--- src/mcc_pkg.sv ---
`default_nettype none
package mcc_pkg;
    localparam int ADDR_W = 8;
    localparam int DATA_W = 8;
    localparam int CONV_W = 17;
    localparam int RES_W = 16;
    localparam int NUM_CHAN = 6;
    localparam int CHAN_IDX_W = 3;
    localparam int LED_W = 3;

    localparam logic [ADDR_W-1:0] OFS_CHAN_LIST = 8'h01;
    localparam logic [ADDR_W-1:0] OFS_LED_SEL_A = 8'h02;
    localparam logic [ADDR_W-1:0] OFS_LED_SEL_B = 8'h03;
    localparam logic [ADDR_W-1:0] OFS_PROX_ALIGN = 8'h05;
    localparam logic [ADDR_W-1:0] OFS_AMB_ALIGN = 8'h06;
    localparam logic [ADDR_W-1:0] OFS_RESULT_BASE = 8'h20;
    localparam logic [ADDR_W-1:0] OFS_RESULT_LAST = 8'h2b;
    localparam logic [ADDR_W-1:0] OFS_CONTROL = 8'h30;
    localparam logic [ADDR_W-1:0] OFS_STATUS = 8'h31;

    localparam logic [DATA_W-1:0] RST_CHAN_LIST = 8'h00;
    localparam logic [DATA_W-1:0] RST_LED_SEL_A = 8'h21;
    localparam logic [DATA_W-1:0] RST_LED_SEL_B = 8'h00;
    localparam logic [DATA_W-1:0] RST_PROX_ALIGN = 8'h00;
    localparam logic [DATA_W-1:0] RST_AMB_ALIGN = 8'h00;

    // Writable bits of each register; the rest read as zero
    localparam logic [DATA_W-1:0] MASK_CHAN_LIST = 8'h77;
    localparam logic [DATA_W-1:0] MASK_LED_SEL_A = 8'h77;
    localparam logic [DATA_W-1:0] MASK_LED_SEL_B = 8'h07;
    localparam logic [DATA_W-1:0] MASK_PROX_ALIGN = 8'h70;
    localparam logic [DATA_W-1:0] MASK_AMB_ALIGN = 8'h30;

    // Field positions
    localparam int LED_A_LO = 0;
    localparam int LED_B_LO = 4;
    localparam int LED_C_LO = 0;
    localparam int PROX_A_ALIGN_BIT = 4;
    localparam int PROX_B_ALIGN_BIT = 5;
    localparam int PROX_C_ALIGN_BIT = 6;
    localparam int AMB_IR_ALIGN_BIT = 4;
    localparam int AMB_VIS_ALIGN_BIT = 5;
    localparam int CTRL_FORCE_BIT = 0;
    localparam int CTRL_AUTO_BIT = 1;
    localparam int STAT_BUSY_BIT = 0;
    localparam int STAT_LIST_ERR_BIT = 1;
    localparam int STAT_AUTO_BIT = 2;

    // Measurement slots in sweep order
    localparam logic [CHAN_IDX_W-1:0] CH_PROX_A = 3'h0;
    localparam logic [CHAN_IDX_W-1:0] CH_PROX_B = 3'h1;
    localparam logic [CHAN_IDX_W-1:0] CH_PROX_C = 3'h2;
    localparam logic [CHAN_IDX_W-1:0] CH_AMB_VIS = 3'h3;
    localparam logic [CHAN_IDX_W-1:0] CH_AMB_IR = 3'h4;
    localparam logic [CHAN_IDX_W-1:0] CH_AUX = 3'h5;
    localparam logic [CHAN_IDX_W-1:0] CH_END = 3'h6;

    // Channel list bit for each slot
    localparam int LIST_BIT_PROX_A = 0;
    localparam int LIST_BIT_PROX_B = 1;
    localparam int LIST_BIT_PROX_C = 2;
    localparam int LIST_BIT_AMB_VIS = 4;
    localparam int LIST_BIT_AMB_IR = 5;
    localparam int LIST_BIT_AUX = 6;

    typedef enum logic [1:0] {
        MCC_IDLE = 2'b00,
        MCC_SCAN = 2'b01,
        MCC_CONV = 2'b11,
        MCC_STORE = 2'b10
    } mcc_state_t;
endpackage
`default_nettype wire

--- src/mcc_top.sv ---
// Notes on behaviour
// RULE1: Enabled proximity channels measured, results stored per channel.
// RULE2: Host writes non-zero channel list before starting.
// RULE3: Second proximity measurement drives LEDs from bits 6:4.
// RULE4: First proximity uses bits 2:0, reset 0x21.
// RULE5: Third proximity uses second select bits 2:0.
// RULE6: Field bit 0 LED1, bit 1 LED2.
// RULE7: Field bit 2 drives LED3.
// RULE8: Third proximity alignment bit 6 selects low bits.
// RULE9: Second proximity alignment bit 5 selects low bits.
// RULE10: First proximity alignment bit 4, reset zero.
// RULE11: Ambient bit 5 selects low bits, visible measurement.
// RULE12: Ambient bit 4 selects low bits, infrared measurement.
// RULE13: List bits 4,5,6 enable visible, infrared, auxiliary.
// RULE14: Host writes zero to reserved bits.
//
// The plain strobed port was decided locally.
`timescale 1ns/1ps
`default_nettype none
module mcc_top
    import mcc_pkg::*;
(
    input wire logic CLK_I,
    input wire logic SYS_RST_I,
    input wire logic [ADDR_W-1:0] ADDR_I,
    input wire logic [DATA_W-1:0] WR_DATA_I,
    input wire logic WR_I,
    input wire logic RD_I,
    output logic [DATA_W-1:0] RD_DATA_O,
    output logic CONV_REQ_O,
    output logic [CHAN_IDX_W-1:0] CONV_SEL_O,
    input wire logic CONV_DONE_I,
    input wire logic [CONV_W-1:0] CONV_DATA_I,
    output logic [LED_W-1:0] LED_DRIVE_O,
    output logic SWEEP_DONE_O
);

    logic [DATA_W-1:0] chan_list_reg;
    logic [DATA_W-1:0] led_sel_a_reg;
    logic [DATA_W-1:0] led_sel_b_reg;
    logic [DATA_W-1:0] prox_align_reg;
    logic [DATA_W-1:0] amb_align_reg;
    logic [RES_W-1:0] result_reg [NUM_CHAN];
    logic auto_reg;
    logic list_err_reg;
    mcc_state_t state_reg;
    mcc_state_t state_next;
    logic [CHAN_IDX_W-1:0] idx_reg;
    logic [CHAN_IDX_W-1:0] idx_next;

    logic wr_list;
    logic wr_ctrl;
    logic start_req;
    logic list_empty;
    logic cur_enabled;
    logic sweep_end;
    logic conv_start;
    logic [DATA_W-1:0] status_word;
    logic [DATA_W-1:0] control_word;

    function automatic logic chan_enabled(input logic [DATA_W-1:0] list, input logic [CHAN_IDX_W-1:0] idx);
        case (idx)
            CH_PROX_A: chan_enabled = list[LIST_BIT_PROX_A]; // RULE1
            CH_PROX_B: chan_enabled = list[LIST_BIT_PROX_B]; // RULE1
            CH_PROX_C: chan_enabled = list[LIST_BIT_PROX_C]; // RULE1
            CH_AMB_VIS: chan_enabled = list[LIST_BIT_AMB_VIS]; // RULE13
            CH_AMB_IR: chan_enabled = list[LIST_BIT_AMB_IR]; // RULE13
            CH_AUX: chan_enabled = list[LIST_BIT_AUX]; // RULE13
            default: chan_enabled = 1'b0;
        endcase
    endfunction

    function automatic logic [LED_W-1:0] led_mask(input logic [CHAN_IDX_W-1:0] idx);
        // Each field bit maps one-to-one onto a driver pin
        case (idx)
            CH_PROX_A: led_mask = led_sel_a_reg[LED_A_LO +: LED_W]; // RULE4 RULE6 RULE7
            CH_PROX_B: led_mask = led_sel_a_reg[LED_B_LO +: LED_W]; // RULE3 RULE6 RULE7
            CH_PROX_C: led_mask = led_sel_b_reg[LED_C_LO +: LED_W]; // RULE5 RULE6 RULE7
            default: led_mask = '0;
        endcase
    endfunction

    function automatic logic low_bits_sel(input logic [CHAN_IDX_W-1:0] idx);
        case (idx)
            CH_PROX_A: low_bits_sel = prox_align_reg[PROX_A_ALIGN_BIT]; // RULE10
            CH_PROX_B: low_bits_sel = prox_align_reg[PROX_B_ALIGN_BIT]; // RULE9
            CH_PROX_C: low_bits_sel = prox_align_reg[PROX_C_ALIGN_BIT]; // RULE8
            CH_AMB_VIS: low_bits_sel = amb_align_reg[AMB_VIS_ALIGN_BIT]; // RULE11
            CH_AMB_IR: low_bits_sel = amb_align_reg[AMB_IR_ALIGN_BIT]; // RULE12
            // Auxiliary inputs have no alignment control; keep the low word
            default: low_bits_sel = 1'b1;
        endcase
    endfunction

    assign wr_list = WR_I && (ADDR_I == OFS_CHAN_LIST);
    assign wr_ctrl = WR_I && (ADDR_I == OFS_CONTROL);
    assign start_req = wr_ctrl && (WR_DATA_I[CTRL_FORCE_BIT] || WR_DATA_I[CTRL_AUTO_BIT]);
    // An empty list would sweep forever without converting anything
    assign list_empty = ((chan_list_reg & MASK_CHAN_LIST) == '0); // RULE2
    assign cur_enabled = chan_enabled(chan_list_reg, idx_reg);
    assign sweep_end = (state_reg == MCC_SCAN) && (idx_reg == CH_END);
    // Entry into conversion decides both the request pulse and the slot latch
    assign conv_start = (state_reg == MCC_SCAN) && (state_next == MCC_CONV);

    // Status and control read images; bit positions come from the package
    always_comb
    begin
        status_word = '0;
        control_word = '0;
        status_word[STAT_BUSY_BIT] = (state_reg != MCC_IDLE);
        status_word[STAT_LIST_ERR_BIT] = list_err_reg; // RULE2
        status_word[STAT_AUTO_BIT] = auto_reg;
        control_word[CTRL_AUTO_BIT] = auto_reg;
    end

    // Configuration registers; reserved bits are never stored
    always_ff @(posedge CLK_I)
    begin
        if (SYS_RST_I)
        begin
            chan_list_reg <= RST_CHAN_LIST;
            led_sel_a_reg <= RST_LED_SEL_A; // RULE4
            led_sel_b_reg <= RST_LED_SEL_B;
            prox_align_reg <= RST_PROX_ALIGN; // RULE10
            amb_align_reg <= RST_AMB_ALIGN;
        end
        else if (WR_I)
        begin
            case (ADDR_I)
                OFS_CHAN_LIST: chan_list_reg <= WR_DATA_I & MASK_CHAN_LIST;
                OFS_LED_SEL_A: led_sel_a_reg <= WR_DATA_I & MASK_LED_SEL_A;
                OFS_LED_SEL_B: led_sel_b_reg <= WR_DATA_I & MASK_LED_SEL_B;
                OFS_PROX_ALIGN: prox_align_reg <= WR_DATA_I & MASK_PROX_ALIGN;
                OFS_AMB_ALIGN: amb_align_reg <= WR_DATA_I & MASK_AMB_ALIGN;
                default: ;
            endcase
        end
    end

    // Autonomous mode: set by control write, refused with an empty list
    // Dropping the list mid-run stops repetition at the end of the sweep
    always_ff @(posedge CLK_I)
    begin
        if (SYS_RST_I)
            auto_reg <= 1'b0;
        else if (wr_ctrl)
            auto_reg <= WR_DATA_I[CTRL_AUTO_BIT] && !list_empty; // RULE2
        else if (list_empty)
            auto_reg <= 1'b0;
    end

    // Error flag: set by a refused start, cleared by a later control or channel list write; set wins
    always_ff @(posedge CLK_I)
    begin
        if (SYS_RST_I)
            list_err_reg <= 1'b0;
        else if (start_req && list_empty)
            list_err_reg <= 1'b1; // RULE2
        else if (wr_ctrl || wr_list)
            list_err_reg <= 1'b0;
    end

    always_comb
    begin
        state_next = state_reg;
        idx_next = idx_reg;
        case (state_reg)
            MCC_IDLE:
            begin
                idx_next = CH_PROX_A;
                if (start_req && !list_empty)
                    state_next = MCC_SCAN; // RULE2
            end
            MCC_SCAN:
            begin
                if (idx_reg == CH_END)
                begin
                    idx_next = CH_PROX_A;
                    if (!(auto_reg && !list_empty))
                        state_next = MCC_IDLE;
                end
                else if (cur_enabled)
                    state_next = MCC_CONV; // RULE1 RULE13
                else
                    idx_next = idx_reg + 3'h1;
            end
            MCC_CONV:
            begin
                if (CONV_DONE_I)
                    state_next = MCC_STORE;
            end
            MCC_STORE:
            begin
                state_next = MCC_SCAN;
                idx_next = idx_reg + 3'h1;
            end
            default:
            begin
                state_next = MCC_IDLE;
                idx_next = CH_PROX_A;
            end
        endcase
    end

    always_ff @(posedge CLK_I)
    begin
        if (SYS_RST_I)
        begin
            state_reg <= MCC_IDLE;
            idx_reg <= CH_PROX_A;
        end
        else
        begin
            state_reg <= state_next;
            idx_reg <= idx_next;
        end
    end

    // Converter handshake: one-cycle request on entry to conversion
    always_ff @(posedge CLK_I)
    begin
        if (SYS_RST_I)
        begin
            CONV_REQ_O <= 1'b0;
            CONV_SEL_O <= CH_PROX_A;
        end
        else
        begin
            CONV_REQ_O <= conv_start;
            if (conv_start)
                CONV_SEL_O <= idx_reg;
        end
    end

    // LEDs stay lit for the whole proximity conversion, dark otherwise
    // A select write mid-conversion changes the drive at once; update between sweeps
    always_ff @(posedge CLK_I)
    begin
        if (SYS_RST_I)
            LED_DRIVE_O <= '0;
        else if (state_next == MCC_CONV)
            LED_DRIVE_O <= led_mask(idx_next); // RULE3 RULE4 RULE5
        else
            LED_DRIVE_O <= '0;
    end

    // Result capture with per-channel word alignment
    always_ff @(posedge CLK_I)
    begin
        if (SYS_RST_I)
        begin
            for (int i = 0; i < NUM_CHAN; i++)
                result_reg[i] <= '0;
        end
        else if ((state_reg == MCC_CONV) && CONV_DONE_I)
        begin
            if (low_bits_sel(idx_reg))
                result_reg[idx_reg] <= CONV_DATA_I[RES_W-1:0]; // RULE8 RULE9 RULE10 RULE11 RULE12
            else
                result_reg[idx_reg] <= CONV_DATA_I[CONV_W-1:CONV_W-RES_W]; // RULE8 RULE9 RULE10 RULE11 RULE12
        end
    end

    always_ff @(posedge CLK_I)
    begin
        if (SYS_RST_I)
            SWEEP_DONE_O <= 1'b0;
        else
            SWEEP_DONE_O <= sweep_end;
    end

    // Read port: data appear the cycle after the strobe, zero otherwise
    always_ff @(posedge CLK_I)
    begin
        logic [ADDR_W-1:0] rel;
        rel = ADDR_I - OFS_RESULT_BASE;
        if (SYS_RST_I)
            RD_DATA_O <= '0;
        else if (!RD_I)
            RD_DATA_O <= '0;
        else if ((ADDR_I >= OFS_RESULT_BASE) && (ADDR_I <= OFS_RESULT_LAST))
        begin
            // Low byte at the even offset, high byte at the odd one
            if (rel[0])
                RD_DATA_O <= result_reg[rel[CHAN_IDX_W:1]][RES_W-1:DATA_W]; // RULE1
            else
                RD_DATA_O <= result_reg[rel[CHAN_IDX_W:1]][DATA_W-1:0]; // RULE1
        end
        else
        begin
            case (ADDR_I)
                OFS_CHAN_LIST: RD_DATA_O <= chan_list_reg;
                OFS_LED_SEL_A: RD_DATA_O <= led_sel_a_reg;
                OFS_LED_SEL_B: RD_DATA_O <= led_sel_b_reg;
                OFS_PROX_ALIGN: RD_DATA_O <= prox_align_reg;
                OFS_AMB_ALIGN: RD_DATA_O <= amb_align_reg;
                OFS_CONTROL: RD_DATA_O <= control_word;
                OFS_STATUS: RD_DATA_O <= status_word;
                default: RD_DATA_O <= '0;
            endcase
        end
    end

endmodule
`default_nettype wire

--- config.mk ---
export PLATFORM = sky130hd
export DESIGN_NAME = mcc_top
export DESIGN_NICKNAME = d
export VERILOG_FILES = /design/src/mcc_pkg.sv /design/src/mcc_top.sv
export SDC_FILE = /design/constraint.sdc
export NUM_CORES = 1
export LEC_CHECK = 0
export ABC_AREA = 0
export BUFFER_PORTS_ARGS = -buffer_cell sky130_fd_sc_hd__buf_4
export CAP_MARGIN = 20
export CORE_UTILIZATION = 35
export DETAILED_ROUTE_END_ITERATION = 7
export SYNTH_ARGS = -nofsm -noshare
export SYNTH_HDL_FRONTEND = slang
export SYNTH_SLANG_ARGS = --single-unit
--- constraint.sdc ---
create_clock -name CLK_I -period 4 [get_ports CLK_I]
set_clock_uncertainty 0.1 [all_clocks]
set_input_delay 0.8 -clock CLK_I [delete_from_list [all_inputs] [get_ports CLK_I]]
set_output_delay 0.8 -clock CLK_I [all_outputs]
set_load 0.02 [all_outputs]
==> results of run 1 <==
logic make-up (layout without fill, tap and decap cells):
kind of cell	count (synthesis)	in the layout	synth area share (%)
AOI/OAI and AO/OA	65	65	6.30
adders and majority gates	5	5	0.814
buffers and inverters	54	119	2.77
DFF	171	171	61.2
muxes	70	70	15.6
and+or+nand+nor	218	218	13.3
report_power, final:
group          switching (mW)  total [mW]  internal, mW  leakage, nW
Combinational           0.109       0.212         0.103         1.31
Clock                   0.715        1.65         0.937        0.284
Sequential             0.0121        1.95          1.94         1.49
Total                   0.836        3.82          2.98         3.08
path summary, 6_finish.rpt:
check / slack [ps] / depth (start not counted) / startpoint / to
hold reg to reg: 380 / 2 / led_sel_b_reg[1]$_SDFFE_PP0P_ / led_sel_b_reg[1]$_SDFFE_PP0P_
setup reg to reg: 710 / 8 / idx_reg[0]$_SDFF_PP0_ / LED_DRIVE_O[0]$_SDFF_PP0_
hold / removal: 380 / 2 / led_sel_b_reg[1]$_SDFFE_PP0P_ / led_sel_b_reg[1]$_SDFFE_PP0P_
setup / recovery: 710 / 8 / idx_reg[0]$_SDFF_PP0_ / LED_DRIVE_O[0]$_SDFF_PP0_
layout make-up:
cell class	instances	share of cell area, %
clock buffer	18	4.76
clock inverter	13	1.75
inverter	20	0.832
sequential	171	52.1
tap	275	3.81
multi-input combinational	358	30.8
timing repair buffer	68	5.93
Yosys cell counts, types with 2 or more instances:
cell / number
and3_1: 5
a32o_1: 2
nand2b_1: 25
nand3_1: 22
a222oi_1: 4
dfxtp_1: 43
nor2b_1: 3
nor3_1: 8
edfxtp_1: 128
o2bb2ai_1: 3
o22ai_1: 2
a22oi_1: 5
and3b_1: 5
a32oi_1: 3
a21oi_1: 21
a221oi_1: 2
inv_1: 20
mux2i_1: 29
a31oi_1: 6
nand3b_1: 2
and2_1: 2
nor3b_1: 4
nor2_1: 105
clkbuf_1: 24
buf_1: 2
o21ai_0: 5
nor4_1: 2
a211o_1: 2
buf_2: 8
nand2_1: 30
mux4_2: 40
ha_1: 5
worst max-delay path: stages, from the launching register on:
cell	delay, ps
dfxtp_1	560
inv_1	200
ha_1	350
and3b_1	260
o21ai_0	220
a31oi_1	100
or4b_1	580
nor3b_1	640
o2bb2ai_1	200
per-layer routing:
metal  GRT usage (%)  vias to the layer above
li1                -                     2290
met1            23.1                     2539
met2            29.7                      259
met3            5.03                       14
met4            4.09                        0
met5               0                        -
==> results.txt, run 1 <==
unrepaired setup endpoints after global routing -> no
commonest non-fill, non-tap cell in the layout -> edfxtp_1
Row Count -> 53
global-route wire length before repair -> 29,200 um
Initial Util -> 36.1%
GPL Wtd Cong -> 0.946
die area -> 22,600 um^2
CP max FO -> 11
DR WL met2 -> 9290 um
fin util -> 42.4%
Worst Slack Setup Final -> 709 ps
number of flip-flops in the largest register -> 128
Sequential Area -> 4700 um^2
Post-CTS Setup Inserts -> 0
post-synthesis sequential area ratio -> 61.2%
Min-Delay Path Class -> flip-flop to flip-flop
WL final -> 19,100 um
P_leak -> 3.08 nW
WL met1 -> 7910 um
CTS sink count -> 171
peak supply drop -> 0.282 mV
Primary FF master, synth -> edfxtp_1
Syn Nets -> 626
synthesized area -> 7690 um^2
largest net degree at the start of global routing -> 39
startpoint types -> flip-flop
per-cell routed wire length -> 20.7 um
total power -> 3.82 mW
Critical Path RT -> 4240 ps
DR top layer -> met4
max-slew violations -> 0
antenna viol nets, final -> 0
Final period util -> 82.3%
Fin Setup TNS -> 0 ps
Worst Max-Slew Pin Slew -> 1000 ps
max frequency -> 0.304 GHz
vias in the first global route -> 5,081
most frequent cells in the layout -> edfxtp_1 (128), nor2_1 (105), buf_4 (66), dfxtp_1 (43), mux4_2 (40)
pwr/cell area -> 423 nW/um^2
dominant cells by area after synthesis -> edfxtp_1 (50%), mux4_2 (12%), dfxtp_1 (11%)
final HPWL from detailed placement -> 12,400 um
post-synth cell types -> 48
final hold vios -> 0
die height -> 150 um
status -> finished clean
CTS buffer count -> 17
# IOs -> 54
ANT cells -> 0
fin nets -> 679
vias per cell -> 5.53
CP endpoint kind -> flip-flop
Filler cells -> 1,958
Setup Crit Path Kind -> flip-flop to flip-flop
Relative slew margins -> 33.2%
worst hold margin -> 383 ps
area of the multi-input gates -> 2780 um^2
initial antenna violation count -> 0
Yosys reg bits -> 171
quantity of hold-fixing buffers added after cts -> 0
Setup-failing EPs final -> 0
Worst Path Arrival -> 3530 ps
Finished Layout Cells -> 923
pre-CTS setup slack -> 760 ps
area share of the largest cell type after synthesis -> 50.0%
gr usage total -> 17.8%
number of remaining DRC errors -> 0
clock latency at the later pin of the worst-skew pair -> 430 ps
Final min period -> 3290 ps
# port buffers -> 51
Mapped Cells -> 583
die extent in x -> 150 um
Post-CTS Resized -> 0
Yosys top cell by area -> edfxtp_1
Detailed Routing Iterations Pass 1 -> 5
Final Cell Area -> 9020 um^2
Core Region -> 21,300 um^2
H-Tree Level Count -> 4
Worst-path clk slew -> 60 ps
Placed Cells -> 892
area grow syn2layout -> 17.4%
CTS Root Cell -> clkbuf_16
CTS tree -> built
Avg Inst Size Synth -> 13.2 um^2
Max-Cap Viols -> 0
metal3 WL -> 1660 um
via total after detailed routing -> 5,102
Remaining Overflow, GRT -> 0
placed cell areas -> 8440 um^2
clk buf depth -> 2
fraction of layout cells with a size suffix above 1 -> 22.5%
Initial DRC Count -> 403
synthesis warning total -> 0
Post-synth EDFFs -> 128
asr flop ratio synth -> 0%
(Power assumes the default switching activity.)
==> run 2, diff against run 1 <==
==> constraint.sdc (replaced) <==
create_clock -name CLK_I -period 3.3 [get_ports CLK_I]
set_clock_uncertainty 0.1 [all_clocks]
set_input_delay 0.66 -clock CLK_I [delete_from_list [all_inputs] [get_ports CLK_I]]
set_output_delay 0.66 -clock CLK_I [all_outputs]
set_load 0.02 [all_outputs]
==> run 2 against run 1 <==
Effect of this change: worst setup slack got worse by 280 ps; hold slack improved by 16 ps; critical path depth unchanged; sequential share of layout area decreased by 0.22 points; fmax increased by 15%; register-to-register slack got worse by 280 ps; via count decreased by 0.22%; die area unchanged; first-iteration DRC count decreased by 6.9%; non-clock buffer count increased by 7.
==> results.txt, run 2 (synthesized netlist as in run 1, its figures left out) <==
status -> finished clean (unchanged)
CP endpoint kind -> flip-flop (unchanged)
startpoint types -> flip-flop (unchanged)
Fin Setup TNS -> 0 ps (unchanged)
CTS buffer count -> 17 (unchanged)
die extent in x -> 150 um (unchanged)
GR Util met2 -> 29.6% (was 29.7%)
largest net degree at the start of global routing -> 38 (was 39)
CP max FO -> 11 (unchanged)
cell-internal power -> 3.48 mW (was 2.98 mW)
GRT met1 Usage -> 23.2% (was 23.1%)
# IOs -> 54 (unchanged)
global-route wire length before repair -> 29,400 um (was 29,200 um)
clk buf depth -> 2 (unchanged)
Initial DRC Count -> 375 (was 403)
final hold vios -> 0 (unchanged)
Max-Cap Viols -> 0 (unchanged)
Net Sw Frac -> 23.5% (was 21.9%)
commonest non-fill, non-tap cell in the layout -> edfxtp_1 (unchanged)
Hold Crit Depth -> 2 (unchanged)
Core Region -> 21,300 um^2 (unchanged)
gr usage total -> 17.8% (about the same)
per-cell routed wire length -> 20.4 um (was 20.7 um)
die height -> 150 um (unchanged)
Row Count -> 53 (unchanged)
most frequent cells in the layout -> edfxtp_1 (128), nor2_1 (105), buf_4 (73), dfxtp_1 (43), mux4_2 (40) (was edfxtp_1 (128), nor2_1 (105), buf_4 (66), dfxtp_1 (43), mux4_2 (40))
global routing usage on met3 -> 4.36% (was 5.03%)
Critical Path RT -> 3550 ps (was 4240 ps)
clock latency at the later pin of the worst-skew pair -> 440 ps (was 430 ps)
NetSw -> 1.07 mW (was 0.836 mW)
# port buffers -> 51 (unchanged)
CTS tree -> built (unchanged)
CTS Root Cell -> clkbuf_16 (unchanged)
max frequency -> 0.348 GHz (was 0.304 GHz)
WL final -> 19,000 um (was 19,100 um)
number of flip-flops in the largest register -> 128 (unchanged)
Most Used Layer, Global Route -> met2 (unchanged)
peak supply drop -> 0.320 mV (was 0.282 mV)
Setup Crit Path Kind -> flip-flop to flip-flop (unchanged)
antenna viol nets, final -> 0 (unchanged)
reg2reg setup slack -> 430 ps (was 710 ps)
Setup-failing EPs final -> 0 (unchanged)
Final min period -> 2870 ps (was 3290 ps)
Relative slew margins -> 65.7% (was 33.2%)
area grow syn2layout -> 17.9% (was 17.4%)
fraction of layout cells with a size suffix above 1 -> 23.6% (was 22.5%)
max-slew violations -> 0 (unchanged)
initial antenna violation count -> 0 (unchanged)
final HPWL from detailed placement -> 12,300 um (was 12,400 um)
pwr/cell area -> 502 nW/um^2 (was 423 nW/um^2)
Post-CTS Setup Inserts -> 0 (unchanged)
Worst Max-Slew Pin Slew -> 514 ps (was 1000 ps)
GPL Wtd Cong -> 0.873 (was 0.946)
reg2reg path depth -> 8 (unchanged)
Final period util -> 87.0% (was 82.3%)
die area -> 22,600 um^2 (unchanged)
ANT cells -> 0 (unchanged)
Worst Path Arrival -> 3130 ps (was 3530 ps)
total power -> 4.55 mW (was 3.82 mW)
quantity of hold-fixing buffers added after cts -> 0 (unchanged)
clock share of power -> 42.3% (was 43.3%)
Min-Delay Path Class -> flip-flop to flip-flop (unchanged)
Detailed Routing Iterations Pass 1 -> 5 (unchanged)
Remaining Overflow, GRT -> 0 (unchanged)
worst hold margin -> 398 ps (was 383 ps)
vias per cell -> 5.47 (was 5.53)
number of remaining DRC errors -> 0 (unchanged)
P_leak -> 3.12 nW (was 3.08 nW)
via total after detailed routing -> 5,091 (was 5,102)
Initial Util -> 36.1% (unchanged)
CTS sink count -> 171 (unchanged)
fin nets -> 686 (was 679)
Worst-path clk slew -> 70 ps (was 60 ps)
combinational fraction of design power -> 5.7% (was 5.6%)
Post-CTS Resized -> 0 (unchanged)
unrepaired setup endpoints after global routing -> no (unchanged)
vias in the first global route -> 5,159 (was 5,081)
sequential share of power -> 52.0% (was 51.2%)
H-Tree Level Count -> 4 (unchanged)
## run 2: cell count changes in the layout (fill, tap and decap cells not counted), moves of 2 or more
cell,before,now
buf_4,66,73
bufinv_16,2,0
clkinv_8,0,2
clkinvlp_4,2,0
inv_6,4,6
## run 2: stage by stage
step | area, um^2 | worst slack (ps) | cells | utilization [%]
6_report | 9060 | 429 | 931 | 42.6
3_3_place_gp | 8490 | 512 | 899 | 39.9
3_5_place_dp | 8490 | 449 | 899 | 39.9
2_1_floorplan | 7690 | 22.1 | 583 | -
4_1_cts | 9060 | 436 | 931 | 42.6
5_1_grt | 9060 | 287 | 931 | 42.6
## run 2: final cells by class
| type | instances | area (um^2) |
|---|---|---|
| multi-input combinational | 358 | 2780 |
| inverter | 20 | 75.1 |
| sequential | 171 | 4700 |
| clock buffer | 17 | 425 |
| fill | 1962 | 12200 |
| tap | 275 | 344 |
| timing repair buffer | 75 | 588 |
| clock inverter | 15 | 146 |
## run 2: worst max-delay path: stages, from the launching register on
cell	delay, ps
dfxtp_1	570
inv_1	200
ha_1	340
and3b_1	250
o21ai_0	160
a31oi_1	80
or4b_1	550
a311o_1	360
o2bb2ai_1	180
## run 2: worst paths after layout
kind	startpoint	end
worst max-delay path	idx_reg[0]$_SDFF_PP0_	LED_DRIVE_O[1]$_SDFF_PP0_
worst min-delay path	led_sel_a_reg[6]$_SDFFE_PP0P_	led_sel_a_reg[6]$_SDFFE_PP0P_
worst max register to register	idx_reg[0]$_SDFF_PP0_	LED_DRIVE_O[1]$_SDFF_PP0_
worst min register to register	led_sel_a_reg[6]$_SDFFE_PP0P_	led_sel_a_reg[6]$_SDFFE_PP0P_
## run 2: per-layer routing
metal  wire (um)  part of all wire, %
met4         263                  1.4
met3        1550                  8.2
met1        7840                   41
met2        9310                   49
met5           0                    0
## run 2: power by group through the flow
stage / Sequential (mW) / Combinational (mW) / Clock (mW)
5_1_grt: 2.37 / 0.277 / 2.05
3_3_place_gp: 2.41 / 0.258 / 0
6_report: 2.37 / 0.260 / 1.92
4_1_cts: 2.37 / 0.263 / 1.95
2_1_floorplan: 2.41 / 0.151 / 0
3_5_place_dp: 2.42 / 0.262 / 0
